`src/logic/lvd_pkg.sv`:
```
package lvd_pkg;
  // ------------------------------------------------------------
  // Control register bit positions
  // ------------------------------------------------------------
  localparam int ENABLE_BIT      = 7;
  localparam int SOURCE_BIT      = 2;
  localparam int ACTION_BIT      = 1;
  localparam int FLAG_BIT        = 0;
  localparam int RESET_FLAG_BIT  = 0;
  localparam int LEVEL_W         = 4;
  localparam logic [7:0] CONTROL_RESET = 8'h00;
  localparam logic [7:0] SOURCE_RESET  = 8'h00;
  localparam logic [3:0] LEVEL_RESET   = 4'h0;

  // ------------------------------------------------------------
  // Timing
  // ------------------------------------------------------------
  localparam int CLK_HZ          = 40_000_000;
  localparam int RISE_WINDOW_US  = 1930;
  localparam int STAB_WAIT_US    = 5390;
  // Longest times round down
  localparam int RISE_WINDOW_CYC = RISE_WINDOW_US * (CLK_HZ / 1_000_000);
  localparam int STAB_WAIT_CYC   = STAB_WAIT_US * (CLK_HZ / 1_000_000);
  localparam int CNT_W           = 18;

  typedef enum logic [1:0]
  {
    LVD_IDLE = 2'b00,
    LVD_RISE = 2'b01,
    LVD_WAIT = 2'b10,
    LVD_DONE = 2'b11
  } lvd_pon_e;
endpackage : lvd_pkg

```
`src/logic/lvd_sync.sv`:
```
`timescale 1ns/1ps
`default_nettype none
module lvd_sync
  import lvd_pkg::*;
(
  input  wire logic CLK,      // System clock
  input  wire logic RESET_N,  // Async reset
  input  wire logic async_in, // Comparator output
  output logic      sync_out  // Filtered level
);
  // ------------------------------------------------------------
  // Three stages; second and third must agree
  // ------------------------------------------------------------
  typedef struct packed
  {
    logic [2:0] stage;
    logic       level;
  } lvd_sync_s;

  lvd_sync_s st;
  lvd_sync_s next_st;

  // Compute next state
  always_comb
  begin
    next_st = st;
    next_st.stage = {st.stage[1:0], async_in};
    if (st.stage[1] == st.stage[2])
    begin
      next_st.level = st.stage[2];
    end
  end

  // Register state
  always_ff @(posedge CLK or negedge RESET_N)
  begin
    if (!RESET_N)
    begin
      st <= '0;
    end
    else
    begin
      st <= next_st;
    end
  end

  assign sync_out = st.level;
endmodule : lvd_sync
`default_nettype wire

```
`src/logic/lvd_control.sv`:
```
// Summary of operation
// - Control bit 2 picks supply (0) or external pin (1) comparison.
// - Control bit 1 picks interrupt (0) or internal reset (1).
// - Reset action holds reset while selected input reads below threshold.
// - Interrupt action pulses a request on each change of selected result.
// - Bit 0 shows live below-threshold result while detector runs.
// - Detector reset sets reset-source bit 0.
// - Software chooses one of sixteen supply levels, 4-bit code out.
// - All logic keeps working in stop mode; no clock gating.
// - High power-on mode: fast rise inserts stabilization wait before reset release.
// - Interrupt request follows flag only when enabled with interrupt action.
// - Enable, source, action clear on resets other than detector reset.
`timescale 1ns/1ps
`default_nettype none
module lvd_control
  import lvd_pkg::*;
#(
  parameter int RISE_CYC = RISE_WINDOW_CYC,
  parameter int WAIT_CYC = STAB_WAIT_CYC
)
(
  input  wire logic               CLK,             // 40 MHz clock
  input  wire logic               RESET_N,         // Power-on / pin reset
  input  wire logic               OTHER_RESET,     // Non-detector system reset
  input  wire logic               STOP_MODE,       // Processor in stop
  input  wire logic               SUPPLY_BELOW,    // Supply comparator, async
  input  wire logic               EXT_BELOW,       // External pin comparator, async
  input  wire logic               POC_LOW_PASS,    // Supply above lower POC, async
  input  wire logic               POC_HIGH_PASS,   // Supply above higher POC, async
  input  wire logic               POWER_ON_THRESHOLD_MODE, // High POC mode
  input  wire logic               CTRL_WE,         // Control write strobe
  input  wire logic [7:0]         CTRL_WDATA,      // Control write data
  input  wire logic               LEVEL_WE,        // Level write strobe
  input  wire logic [LEVEL_W-1:0] LEVEL_WDATA,     // Level write data
  input  wire logic               RSRC_RD,         // Reset-source read, clears
  output logic [7:0]              DETECTOR_CONTROL_REGISTER, // Control readback
  output logic [LEVEL_W-1:0]      DETECT_LEVEL_REGISTER,     // Level code
  output logic [7:0]              RESET_SOURCE_REGISTER,     // Reset source
  output logic                    DETECTOR_INTERRUPT_REQUEST, // Level request
  output logic                    DETECTOR_INTERRUPT_PULSE,   // Edge pulse
  output logic                    DETECTOR_RESET,  // Internal reset out
  output logic                    POC_RESET        // Power-on reset hold
);
  // ------------------------------------------------------------
  // State
  // ------------------------------------------------------------
  typedef struct packed
  {
    logic               detector_enable;
    logic               detect_source_select;
    logic               detect_action_select;
    logic               below_threshold_flag;
    logic               prev_flag;
    logic [LEVEL_W-1:0] level;
    logic               detector_reset_source_flag;
    logic               irq;
    logic               irq_pulse;
    logic               det_reset;
    logic               poc_reset;
    lvd_pon_e           pon;
    logic [CNT_W-1:0]   cnt;
  } lvd_ctl_s;

  lvd_ctl_s st;
  lvd_ctl_s next_st;
  logic supply_s;
  logic ext_s;
  logic low_s;
  logic high_s;
  logic sel_below;

  // ------------------------------------------------------------
  // Synchronisers
  // ------------------------------------------------------------
  lvd_sync u_sync_sup (.CLK(CLK), .RESET_N(RESET_N), .async_in(SUPPLY_BELOW), .sync_out(supply_s));
  lvd_sync u_sync_ext (.CLK(CLK), .RESET_N(RESET_N), .async_in(EXT_BELOW), .sync_out(ext_s));
  lvd_sync u_sync_low (.CLK(CLK), .RESET_N(RESET_N), .async_in(POC_LOW_PASS), .sync_out(low_s));
  lvd_sync u_sync_hi  (.CLK(CLK), .RESET_N(RESET_N), .async_in(POC_HIGH_PASS), .sync_out(high_s));

  // Source mux; STOP_MODE deliberately unused so nothing pauses in stop
  assign sel_below = st.detect_source_select ? ext_s : supply_s;

  // Next-state logic
  always_comb
  begin
    next_st = st;
    next_st.irq_pulse = 1'b0;
    // Flag is zero from the cycle after the detector is disabled
    next_st.below_threshold_flag = st.detector_enable & sel_below;
    next_st.prev_flag = st.below_threshold_flag;
    // Reset action follows the level directly
    next_st.det_reset = st.detector_enable & st.detect_action_select & sel_below;
    next_st.irq = st.detector_enable & ~st.detect_action_select & st.below_threshold_flag;
    if (st.detector_enable && !st.detect_action_select && (st.below_threshold_flag != st.prev_flag))
    begin
      next_st.irq_pulse = 1'b1;
    end
    if (CTRL_WE)
    begin
      next_st.detector_enable      = CTRL_WDATA[ENABLE_BIT];
      next_st.detect_source_select = CTRL_WDATA[SOURCE_BIT];
      next_st.detect_action_select = CTRL_WDATA[ACTION_BIT];
    end
    if (LEVEL_WE)
    begin
      next_st.level = LEVEL_WDATA;
    end
    // Read clears, but a new detector reset wins
    if (RSRC_RD)
    begin
      next_st.detector_reset_source_flag = 1'b0;
    end
    if (st.det_reset)
    begin
      next_st.detector_reset_source_flag = 1'b1;
    end
    // Other resets clear control; detector reset alone keeps it
    if (OTHER_RESET)
    begin
      next_st.detector_enable      = 1'b0;
      next_st.detect_source_select = 1'b0;
      next_st.detect_action_select = 1'b0;
      next_st.level                = LEVEL_RESET;
      next_st.detector_reset_source_flag = st.det_reset;
    end
    // Power-on stabilization sequencer
    case (st.pon)
      LVD_IDLE:
      begin
        next_st.cnt = '0;
        if (low_s)
        begin
          if (POWER_ON_THRESHOLD_MODE)
          begin
            next_st.pon = LVD_RISE;
          end
          else
          begin
            next_st.pon = LVD_DONE;
          end
        end
      end
      LVD_RISE:
      begin
        // Saturate, so a stalled rise can never wrap back into the fast window
        if (st.cnt != {CNT_W{1'b1}})
        begin
          next_st.cnt = st.cnt + 1'b1;
        end
        if (high_s)
        begin
          next_st.cnt = '0;
          next_st.pon = (st.cnt < CNT_W'(RISE_CYC)) ? LVD_WAIT : LVD_DONE;
        end
      end
      LVD_WAIT:
      begin
        next_st.cnt = st.cnt + 1'b1;
        if (st.cnt >= CNT_W'(WAIT_CYC - 1))
        begin
          next_st.pon = LVD_DONE;
        end
      end
      LVD_DONE:
      begin
        next_st.cnt = '0;
      end
      default:
      begin
        next_st.pon = LVD_IDLE;
      end
    endcase
    if (!low_s)
    begin
      next_st.pon = LVD_IDLE;
    end
    next_st.poc_reset = (next_st.pon != LVD_DONE);
  end

  // Register state; detector is off after power-on reset
  always_ff @(posedge CLK or negedge RESET_N)
  begin
    if (!RESET_N)
    begin
      st <= '0;
      st.poc_reset <= 1'b1;
    end
    else
    begin
      st <= next_st;
    end
  end

  // Outputs straight from flip-flops
  assign DETECTOR_CONTROL_REGISTER = {st.detector_enable, 4'h0, st.detect_source_select,
                                      st.detect_action_select, st.below_threshold_flag};
  assign DETECT_LEVEL_REGISTER      = st.level;
  assign RESET_SOURCE_REGISTER      = {7'h00, st.detector_reset_source_flag};
  assign DETECTOR_INTERRUPT_REQUEST = st.irq;
  assign DETECTOR_INTERRUPT_PULSE   = st.irq_pulse;
  assign DETECTOR_RESET             = st.det_reset;
  assign POC_RESET                  = st.poc_reset;
endmodule : lvd_control
`default_nettype wire

```
`config.mk`:
```
export PLATFORM = sky130hd
export DESIGN_NAME = lvd_control
export DESIGN_NICKNAME = d
export VERILOG_FILES = /design/src/logic/lvd_pkg.sv /design/src/logic/lvd_sync.sv /design/src/logic/lvd_control.sv
export SDC_FILE = /design/constraint.sdc
export NUM_CORES = 1
export LEC_CHECK = 0
export BUFFER_PORTS_ARGS = -buffer_cell sky130_fd_sc_hd__buf_2
export CAP_MARGIN = 20
export CORE_ASPECT_RATIO = 0.6
export CORE_MARGIN = 3
export CORE_UTILIZATION = 35
export CTS_BUF_LIST = sky130_fd_sc_hd__clkbuf_8
export DETAILED_ROUTE_END_ITERATION = 16
export SLEW_MARGIN = 20
export SYNTH_ARGS = -nofsm -noshare
export SYNTH_HDL_FRONTEND = slang
export SYNTH_SLANG_ARGS = --single-unit
export TNS_END_PERCENT = 1
```
`constraint.sdc`:
```
create_clock -name CLK -period 4.1 [get_ports CLK]
set_input_delay 0.82 -clock CLK [delete_from_list [all_inputs] [get_ports CLK]]
set_output_delay 0.82 -clock CLK [all_outputs]
set_load 0.01 [all_outputs]
```
### Word-level counts from Yosys, hierarchy flattened

Index checks and enable logic that the tools add are counted.

| operators by class | value |
|---|---|
| magnitude comparators | 2 |
| bitwise gates (word level) | 6 |
| $add $sub $neg | 1 |
| mux-type cells | 16 |
| equality and inequality tests | 11 |
| reduce and logical (&&, ||, !) cells | 8 |

Operators with widths:

| cell | number |
|---|---|
| case mux 18 bit (3 select lines) | 1 |
| 2-to-1 mux 20 bit | 1 |
| adder 18 x 1 -> 18 bit (second input constant) | 1 |
| greater-or-equal comparator 18 bit (second input constant) | 1 |
| less-than comparator 18 x 17 -> 1 bit (second input constant) | 1 |
| 2-to-1 mux 18 bit | 1 |
| inequality test 18 bit (second input constant) | 1 |
| 2-to-1 mux 2 bit | 3 |
| 2-to-1 mux 3 bit | 2 |
| case mux 2 bit (3 select lines) | 1 |
| AND 1 bit | 5 |
| 2-to-1 mux 1 bit | 5 |
| 2-to-1 mux 5 bit | 1 |
| == test 1 bit | 4 |
| == test 2 bit (second input constant) | 2 |
| 2-to-1 mux 4 bit | 1 |
| nonzero test 2 bit | 2 |
| inequality test 3 x 2 -> 1 bit (second input constant) | 1 |
| nonzero test 3 bit | 1 |
| == test 2 x 1 -> 1 bit (second input constant) | 1 |
| logical AND 1 bit | 2 |
| logical NOT 2 bit | 1 |
| inequality test 2 bit (second input constant) | 1 |
| OR reduction 2 bit | 1 |
| 3 further kinds | 3 |

| word-level totals | value |
|---|---|
| output and inout port bits | 24 |
| register bits | 50 |

### Longest topological paths before layout

Gate-level depths: netlist (run 1).

| depth | value |
|---|---|
| depth in word-level cells | 6 |
| gate-level depth with buffers | 7 |
| mapped depth without buffers | 5 |

### Hierarchy

A second synthesis (run 1) with hierarchy kept.

| second synthesis, totals | value |
|---|---|
| cells, all modules | 222 |
| area total of the unflattened synthesis | 2422.3 sq um |

Modules (own cells, without submodules):

| module | cells each | times used | area an instance (sq um) | seq. area each (sq um) |
|---|---|---|---|---|
| lvd_control | 202 | 1 | 1976.9 | 852.1 |
| lvd_sync | 5 | 4 | 111.4 | 100.1 |

### Worst setup path after synthesis (run 1)

OpenSTA, ideal clock, no wires.

| timing path | value |
|---|---|
| kind | register to register |
| from | register st[0] in the netlist's numbering |
| to | register st[15] in the netlist's numbering |
| arrival time | 1.866 ns |
| required time | 4.021 ns |
| slack | 2.154 ns |
| stages on the path, launching flop included | 7 |
| path buffers | 1 |
| cell sequence | dfrtp_1 ha_1 and4_1 clkbuf_1 and3_1 a2111oi_0 mux2i_1 |

| on the way | value |
|---|---|
| cells in the longest elaborated chain, start to end | 4 |
| elaborated cells between the ends (all ways) | 6 |

RTL lines:

| what | RTL line | text |
|---|---|---|
| start: declaration | lvd_control.sv:64 | `lvd_ctl_s st;` |
| start signal: assignment | lvd_control.sv:190 | `st <= next_st;` |
| adder 18 x 1 -> 18 bit | lvd_control.sv:148, lvd_control.sv:158 |  |
| 2-to-1 mux 18 bit | lvd_control.sv:146 | `if (st.cnt != {CNT_W{1'b1}})` |
| 2-to-1 mux 20 bit | lvd_control.sv:150 | `if (high_s)` |
| case mux 18 bit (3 select lines) | lvd_control.sv:127 | `case (st.pon)` |

Parallel ways exist; a longest one is shown, timed or not. The select of a mux whose other input is x is not followed.
A chain may end at the register's enable or synchronous reset.

### Worst setup path after layout (run 1)

| timing path | value |
|---|---|
| from | register st[0] in the netlist's numbering |
| to | register st[11] in the netlist's numbering |

Same word-level chain as after synthesis.

==> flow_summary.ini, run 1 <==
[critical_path]
worst_setup_path_end_kind = flop
destination_of_the_critical_timing_path = st[11]
critical_path.reg2reg.startpoint = st[0]
worstPathArrival_ns = 2.66
path_buf_inv = 0
timing.critical_path.required_ns = 4.33
reg2reg_slack_ns = 1.67
critical_path_peak_fanout = 14
kind_of_start_point_of_the_critical_path = flop
worst_r2r_endpoint = st[11]
critical_path.max_stage_delay_ns = 0.74
path_delay_family = compound AO/OA/AOI/OAI gates
path_depth = 5
critical_path.cell_chain = ha_1 -> and4_1 -> and3_1 -> a2111oi_0 -> mux2i_1
cp-startpoint = st[0]
worst_r2r_path_depth = 5
timing_worst_setup_path_type = reg -> reg
library_cell_contributing_the_largest_single_delay_on_the_critical_path = sky130_fd_sc_hd__a2111oi_0

[sta]
timing.slew.headroom_pct = 37.9
fin_tns_setup_ns = 0
tightestPinTransition_ns = 0.925
fin_ws_ns = 1.67
final.setup_skew_ns = 0.00278
final.min_clock_period_ns = 2.43
whs_ns = 0.355
finalMaxSlewViolations = 0
rsz0062_at_grt = false
period_share_pct = 59.3
maxClockFrequency_mhz = 412
final-setup-viol-count = 0
finalHoldViolations = 0

[yosys]
synth.cell_area_um2 = 2450
synth_seq_area_share_pct = 51.0
syn_avg_cell_area_um2 = 10.9
synth_area_leaders = sky130_fd_sc_hd__dfrtp_1 (50%), sky130_fd_sc_hd__buf_4 (6.4%), sky130_fd_sc_hd__mux2i_1 (6.1%)
synth.ff_latch_count = 50
async_flop_share_pct = 100
synth_top_area_cell = sky130_fd_sc_hd__dfrtp_1
synth_warnings = 0
synth_ff_type = sky130_fd_sc_hd__dfrtp_1
synthesis.instances = 226
synth.most_common_cell = sky130_fd_sc_hd__dfrtp_1
synth_cell_type_count = 57
synth.top_cell.area_share_pct = 49.9
synth-edff-count = 0
ys_top_cells_by_count = sky130_fd_sc_hd__dfrtp_1 (49), sky130_fd_sc_hd__buf_4 (21), sky130_fd_sc_hd__nand2_1 (21)

[clock_tree]
clk-insertion-delay-late_ns = 0.31
cts_hold_repair.buffers = 0
cts_inserted_buffers = 5
cts_resized = 0
cts.sinks = 50
cts_root_buffer = sky130_fd_sc_hd__clkbuf_8
h_tree_levels = 2
clkSlewWorstSetupHoldPaths_ns = 0.09
clock_tree.buffer_depth = 2
cts_tree = done
postCtsSetupBuffers = 0

[finish]
n_fill_cell = 627
area_growth_syn_to_layout_pct = 8.00
final_cell_count_no_fill = 328
layout-drive-gt1-share_pct = 20.9
final_area_um2 = 2650
nNetsFinal = 268
num_antenna_cells = 0

[floorplanning]
core.rowCount = 22
floorplan.die_area_um2 = 8090
floorplan.die.width_um = 114
io-pin-count = 48
dieHeight_um = 70.9
core_footprint_um2 = 6440
initial_utilization_pct = 38.1

[placed_design]
placed_cell_area_um2 = 2540
detailedPlacementHpwl_mm = 3.46
buffer_ports.inserted = 30
placed_cells = 320
placement.setup.worst_slack_ns = 1.73
finalWeightedCongestion = 0.823

[power_and_ir_drop]
p_seq_share_pct = 53.7
sw_frac_of_total_pct = 25.9
power_dens_cells_nw_per_um2 = 378
share_comb_of_total_power_pct = 10.5
power.leakage_nw = 1.21
share_clk_of_total_power_pct = 35.7
internal_power_summed_over_all_cells_mw = 0.742
power.net_switching_mw = 0.260
worst_ir_drop_vdd_mv = 0.152

[routing]
postRouteWirelength_mm = 4.86
wl_met3_um = 464
iteration_0_drc_count_of_the_detailed_router = 137
dr_total_vias = 1711
wl_per_cell_um = 14.8
highest_layer = met4
avgViaCountPerCell = 5.22
firstDrtPassIters = 4
antenna_left = 0
met2RoutedLength_mm = 1.81
wl_met1_mm = 2.54
drc = 0

[grt]
track_usage_pct = 12.9
grt_first_pass_wirelength_mm = 8.19
pin_count_of_the_biggest_net_entering_global_routing = 51
grt_antenna_before_repair = 0
first_global_vias = 1600
grt.overflow.total = 0

[hold_path]
worstHoldPathType = reg -> reg

[run_status]
outcome = finished, final reports clean

[job]
cap_violations = 0
==> worst min path at each step <==
| stage | cells after the start | slack [ns] | from | end |
|---|---|---|---|---|
| after floorplan | 0 | 0.33 | u_sync_ext.next_st[2] | u_sync_ext.next_st[3] |
| after global placement | 0 | 0.33 | u_sync_sup.next_st[2] | u_sync_sup.next_st[3] |
| after detailed placement | 0 | 0.33 | u_sync_sup.next_st[2] | u_sync_sup.next_st[3] |
| after CTS | 0 | 0.36 | u_sync_sup.next_st[2] | u_sync_sup.next_st[3] |
| after global routing | 0 | 0.37 | u_sync_sup.next_st[2] | u_sync_sup.next_st[3] |
| final | 0 | 0.35 | u_sync_low.next_st[2] | u_sync_low.next_st[3] |
==> sequential cells by signal, indices dropped and copies added, names as in the netlist <==
name and flops:
u_sync_hi.st 1, u_sync_hi.next_st 2, POC_RESET 1, u_sync_low.next_st 2, u_sync_ext.next_st 2, st 21, u_sync_sup.st 1, DETECTOR_INTERRUPT_PULSE 1
u_sync_low.sync_out 1, u_sync_low.st 1, DETECT_LEVEL_REGISTER 4, RESET_SOURCE_REGISTER 1, DETECTOR_RESET 1, u_sync_sup.next_st 2, u_sync_hi.sync_out 1, u_sync_sup.sync_out 1
u_sync_ext.st 1, u_sync_ext.sync_out 1, DETECTOR_CONTROL_REGISTER 4, DETECTOR_INTERRUPT_REQUEST 1
==> routing by layer <==
layer	global-route usage, %	vias up
met5	0	-
met4	3.95	0
met3	3.59	5
met2	16.1	61
met1	21.0	824
li1	-	821
==> through the flow <==
stage,power [mW],utilization (%)
finish,1.00,41.2
global route,1.05,41.2
detailed placement,0.656,39.4
floorplan,0.628,-
CTS,1.01,41.2
global placement,0.653,39.4
==> power groups by stage <==
stage	Clock, mW	Combinational (mW)	Sequential, mW
final	0.358	0.106	0.539
after global routing	0.385	0.120	0.543
after CTS	0.364	0.108	0.539
after detailed placement	0	0.108	0.549
after global placement	0	0.106	0.547
after floorplan	0	0.0835	0.545
==> area by class of cell <==
cell class,instances,area [um^2],share of cell area [%]
Inverter,3,11.3,0.425
Multi-Input combinational cell,152,1010,38.2
Clock inverter,3,43.8,1.65
Timing Repair Buffer,31,158,5.95
Tap cell,84,105,3.96
Clock buffer,5,68.8,2.60
Sequential cell,50,1250,47.2
==> cells in the final DEF, fill, tap and decap left out, drive strengths merged, types with 2 or more instances in the layout <==
cell,n
nand2b,7
a2111o,3
dfrtp,49
a211o,2
o211ai,2
nor2,10
a31o,2
mux2i,15
and2,3
nand4,3
nand2,22
a21oi,9
maj3,4
conb,11
nand3,10
or4,4
clkbuf,5
inv,4
a211oi,2
and3,6
buf,31
a2111oi,3
o21ai,9
and4,3
==> cells by family after synthesis <==
| logic type | after synthesis | synth area share (%) |
|---|---|---|
| AO/OA/AOI/OAI | 40 | 12.0 |
| XOR/XNOR | 1 | 0.357 |
| adder cells (fa/ha/maj) | 5 | 2.14 |
| buffers and inverters | 34 | 9.28 |
| flip-flops | 50 | 51.0 |
| multiplexers | 15 | 6.12 |
| other | 1 | 0.153 |
| AND/OR/NAND/NOR | 80 | 19.0 |
Power figures use the tool's default switching activity.
==> run 2, diff against run 1 <==
- clock period: 4.1 -> 2.2 ns (I/O delays scaled with it)
==> run 2 against run 1 <==
First-iteration DRC count decreased by 30%. Total power rose by 76%. Critical path depth increased by 1. Combinational power increased by 100%. Utilization up 1.3 points. Non-clock buffer count is 12 higher. Flip-flop and latch count unchanged. Global-route usage down 0.075 points. Largest power group unchanged.
==> flow_summary.ini, run 2 (synthesis results as in run 1) <==
[placed_design]
detailedPlacementHpwl_mm = 3.74
placed_cell_area_um2 = 2640
placed_cells = 332
finalWeightedCongestion = 0.873
buffer_ports.inserted = 30

[critical_path]
worstPathArrival_ns = 2.35
critical_path_peak_fanout = 5
worst_setup_path_end_kind = flop
critical_path.max_stage_delay_ns = 0.55
worst_r2r_path_depth = 6
worst_r2r_endpoint = st[15]
path_delay_family = compound AO/OA/AOI/OAI gates
path_buf_inv = 1
reg2reg_slack_ns = 0.08
kind_of_start_point_of_the_critical_path = flop
library_cell_contributing_the_largest_single_delay_on_the_critical_path = sky130_fd_sc_hd__a2111oi_1
timing_worst_setup_path_type = reg -> reg
critical_path.cell_chain = ha_1 -> and4_1 -> and3_1 -> a2111oi_1 -> buf_4 -> mux2i_1
timing.critical_path.required_ns = 2.43
critical_path.reg2reg.startpoint = st[0]

[routing]
wl_per_cell_um = 14.7
drc = 0
postRouteWirelength_mm = 5.01
firstDrtPassIters = 4
dr_total_vias = 1731
antenna_left = 0
avgViaCountPerCell = 5.09
iteration_0_drc_count_of_the_detailed_router = 96

[grt]
grt_first_pass_wirelength_mm = 8.26
track_usage_pct = 12.9
pin_count_of_the_biggest_net_entering_global_routing = 31
first_global_vias = 1596
grt_antenna_before_repair = 0
grt.overflow.total = 0

[power_and_ir_drop]
power.leakage_nw = 1.27
power_dens_cells_nw_per_um2 = 647
worst_ir_drop_vdd_mv = 0.260

[sta]
timing.slew.headroom_pct = 65.7
maxClockFrequency_mhz = 472
rsz0062_at_grt = false
finalMaxSlewViolations = 0
whs_ns = 0.0900
finalHoldViolations = 0
final.min_clock_period_ns = 2.12
tightestPinTransition_ns = 0.501
period_share_pct = 96.3
final.setup_skew_ns = 0.00971
fin_tns_setup_ns = 0
final-setup-viol-count = 0

[clock_tree]
clock_tree.buffer_depth = 2
cts_inserted_buffers = 5
cts_hold_repair.buffers = 0
clkSlewWorstSetupHoldPaths_ns = 0.10
clk-insertion-delay-late_ns = 0.31
cts.sinks = 50
postCtsSetupBuffers = 0
cts_tree = done
cts_root_buffer = sky130_fd_sc_hd__clkbuf_8
h_tree_levels = 2

[finish]
n_fill_cell = 628
area_used_by_multi_input_combinational_logic_um2 = 1010
layout-drive-gt1-share_pct = 24.2
final_area_um2 = 2730
area_growth_syn_to_layout_pct = 11.4
nNetsFinal = 280
largest_register = st
final_core_utilization_pct = 42.4
area.sequential_um2 = 1250
largest_reg_flops = 21
layout.cells.most_common = sky130_fd_sc_hd__dfrtp_1
num_antenna_cells = 0
final_cell_count_no_fill = 340
final_cell_mix = sky130_fd_sc_hd__dfrtp_1 (49), sky130_fd_sc_hd__buf_2 (30), sky130_fd_sc_hd__nand2_1 (21), sky130_fd_sc_hd__mux2i_1 (15), sky130_fd_sc_hd__buf_4 (12)

[floorplanning]
core_footprint_um2 = 6440
floorplan.die_area_um2 = 8090
floorplan.die.width_um = 114
io-pin-count = 48
core.rowCount = 22
dieHeight_um = 70.9
initial_utilization_pct = 38.1

[hold_path]
worstHoldPathType = in -> async

[job]
cap_violations = 0

[run_status]
outcome = finished, final reports clean
-- run 2: changes by cell type in the layout (fill, tap and decap cells not counted), sizes merged --
cell / change
clkinv: -1
bufinv: -1
inv: +2
buf: +12
-- run 2: where the power goes --
group | switching (mW) | internal, mW
Clock | 0.320 | 0.229
Combinational | 0.124 | 0.0919
Sequential | 0.0370 | 0.968
-- run 2: metal layers --
metal | GRT usage (%) | vias to the layer above | routed length, um
met1 | 21.8 | 816 | 2640
li1 | - | 849 | -
met4 | 3.16 | 0 | 42
met3 | 3.68 | 6 | 446
met5 | 0 | - | 0
met2 | 15.2 | 60 | 1880
-- run 2: repair_timing --
item / in CTS / in global routing
resized for setup: 0 / 2
hold endpoints to repair: 0 / 0
setup endpoints to repair: 0 / 2
-- run 2: area by class of cell --
class                      count  area share, %
sequential                    50           45.8
multi-input combinational    152           37.1
timing repair buffer          43           9.52
tap                           84           3.84
clock buffer                   5           2.52
clock inverter                 3          0.778
inverter                       3          0.412
-- run 2: worst max-delay path by stage --
stage | from | end | cells after the start
2_1_floorplan | st[0] | st[15] | 6
3_3_place_gp | st[0] | st[15] | 6
3_5_place_dp | st[0] | st[15] | 6
4_1_cts | st[0] | st[15] | 6
5_1_grt | st[0] | st[15] | 6
6_report | st[0] | st[15] | 6
-- run 2: per-stage QoR --
stage	total power [mW]	worst slack, ns
5_1_grt	1.87	0.0171
4_1_cts	1.79	0.0396
2_1_floorplan	1.17	0.254
3_3_place_gp	1.24	0.0489
6_report	1.77	0.0810
3_5_place_dp	1.24	0.0825
==> run 3, diff against run 2 <==
- clock period: 2.2 -> 2.1 ns (I/O delays scaled with it)
==> run 3 against run 2 <==
Sequential power increased by 5%. Critical endpoint is now st[11]. First-iteration DRC count down 4.2%. Largest power group unchanged. Non-clock buffer count up 2. Clock skew shrank 0.0017 ns. Register-to-register slack hardly changed. Highest routed layer unchanged. Cell count rose by 0.59%.
==> flow_summary.ini, run 3 (synthesis results as in run 1) <==
[run_status]
outcome = finished, final reports clean

[routing]
avgViaCountPerCell = 5.11
postRouteWirelength_mm = 5.11
wl_per_cell_um = 14.9
iteration_0_drc_count_of_the_detailed_router = 92
firstDrtPassIters = 4
dr_total_vias = 1749
drc = 0
antenna_left = 0

[placed_design]
detailedPlacementHpwl_mm = 3.86
finalWeightedCongestion = 0.845
placed_cells = 334
buffer_ports.inserted = 30

[sta]
final.min_clock_period_ns = 2.03
final-setup-viol-count = 0
final.setup_skew_ns = 0.00803
tightestPinTransition_ns = 0.569
maxClockFrequency_mhz = 492
timing.slew.headroom_pct = 62.0
fin_tns_setup_ns = 0
rsz0062_at_grt = true
finalHoldViolations = 0
period_share_pct = 96.8
finalMaxSlewViolations = 0

[critical_path]
library_cell_contributing_the_largest_single_delay_on_the_critical_path = sky130_fd_sc_hd__a2111oi_1
critical_path.cell_chain = ha_1 -> and4_1 -> and3_1 -> a2111oi_1 -> mux2i_1
critical_path.max_stage_delay_ns = 0.60
timing_worst_setup_path_type = reg -> reg
worstPathArrival_ns = 2.26
critical_path_peak_fanout = 5
kind_of_start_point_of_the_critical_path = flop
timing.critical_path.required_ns = 2.33
worst_r2r_path_depth = 5
worst_setup_path_end_kind = flop

[clock_tree]
cts_inserted_buffers = 5
cts.sinks = 50
cts_root_buffer = sky130_fd_sc_hd__clkbuf_8
h_tree_levels = 2
clkSlewWorstSetupHoldPaths_ns = 0.09
clock_tree.buffer_depth = 2
cts_tree = done
clk-insertion-delay-late_ns = 0.31

[grt]
pin_count_of_the_biggest_net_entering_global_routing = 29
track_usage_pct = 13.7
grt_first_pass_wirelength_mm = 8.72
first_global_vias = 1641
grt_antenna_before_repair = 0
grt.overflow.total = 0

[power_and_ir_drop]
power.net_switching_mw = 0.512
power.leakage_nw = 1.28
worst_ir_drop_vdd_mv = 0.374
totalPowerFinal_mw = 1.87
share_clk_of_total_power_pct = 30.8
internal_power_summed_over_all_cells_mw = 1.36
p_seq_share_pct = 56.2
power_dens_cells_nw_per_um2 = 677
share_comb_of_total_power_pct = 13.0
sw_frac_of_total_pct = 27.4

[finish]
nNetsFinal = 282
layout-drive-gt1-share_pct = 24.8
final_cell_mix = sky130_fd_sc_hd__dfrtp_1 (49), sky130_fd_sc_hd__buf_2 (30), sky130_fd_sc_hd__nand2_1 (21), sky130_fd_sc_hd__mux2i_1 (15), sky130_fd_sc_hd__buf_4 (13)
largest_register = st
num_antenna_cells = 0
final_cell_count_no_fill = 342
largest_reg_flops = 21
layout.cells.most_common = sky130_fd_sc_hd__dfrtp_1
area_growth_syn_to_layout_pct = 12.5
n_fill_cell = 615

[floorplanning]
core_footprint_um2 = 6440
dieHeight_um = 70.9
core.rowCount = 22
io-pin-count = 48
initial_utilization_pct = 38.1
floorplan.die.width_um = 114
floorplan.die_area_um2 = 8090

[hold_path]
worstHoldPathType = in -> async

[job]
cap_violations = 0
-- run 3: cell types whose count changed in the layout (fill, tap and decap cells not counted), sizes merged --
cell,change
clkinv,+1
inv,-1
buf,+2
-- run 3: power by group through the flow --
stage | clock network, mW | registers [mW] | logic (mW)
2_1_floorplan | 0 | 1.06 | 0.163
3_3_place_gp | 0 | 1.07 | 0.242
3_5_place_dp | 0 | 1.07 | 0.246
4_1_cts | 0.586 | 1.05 | 0.248
5_1_grt | 0.627 | 1.06 | 0.279
6_report | 0.576 | 1.05 | 0.243
-- run 3: per-layer routing --
layer	vias to the layer above	global-route usage (%)	part of all wire, %
li1	846	-	-
met4	0	2.77	0.65
met1	836	24.3	58
met5	-	0	0
met3	4	3.59	7.4
met2	63	15.5	34
-- run 3: worst max-delay path, delay by kind of cell, from the launching register on --
kind | cells | cell delay [ns]
and+or+nand+nor | 2 | 0.45
muxes | 1 | 0.24
DFF | 1 | 0.43
adders and majority gates | 1 | 0.25
AOI/OAI and AO/OA | 1 | 0.60
-- run 3: final cells by class --
| type | count | area (um^2) | area share (%) |
|---|---|---|---|
| Tap cell | 84 | 105 | 3.81 |
| Timing Repair Buffer | 45 | 288 | 10.4 |
| Sequential cell | 50 | 1250 | 45.4 |
| Multi-Input combinational cell | 152 | 1010 | 36.7 |
| Clock buffer | 5 | 68.8 | 2.49 |
| Inverter | 3 | 11.3 | 0.408 |
| Clock inverter | 3 | 21.3 | 0.770 |
-- run 3: metrics by stage --
| step | worst slack [ns] | hold slack, ns | utilization [%] | instance area [um^2] |
|---|---|---|---|---|
| floorplan | 0.154 | 0.124 | - | 2490 |
| global placement | 0.0739 | 0.336 | 41.4 | 2670 |
| detailed placement | 0.0592 | 0.336 | 41.4 | 2670 |
| CTS | 0.00570 | 0.119 | 42.9 | 2760 |
| global route | -0.0589 | 0.131 | 42.9 | 2760 |
| finish | 0.0680 | 0.0990 | 42.9 | 2760 |
-- run 3: path summary, 6_finish.rpt --
| kind | endpoint | slack [ns] | start |
|---|---|---|---|
| min in group CLK | u_sync_low.next_st[2] | 0.21 | POC_LOW_PASS |
| max | st[11] | 0.07 | st[0] |
| max reg2reg | st[11] | 0.07 | st[0] |
| max in group asynchronous | POC_RESET | 1.40 | RESET_N |
| min reg2reg | u_sync_sup.next_st[3] | 0.36 | u_sync_sup.next_st[2] |
| min | st[8] | 0.1 | RESET_N |
-- run 3: what timing repair did --
item | in CTS | in global routing
hold endpoints to repair | 0 | 0
hold buffers | 0 | 0
gates resized for setup | 1 | 1
setup buffers | 0 | 0
endpoints found under the setup margin | 1 | 2
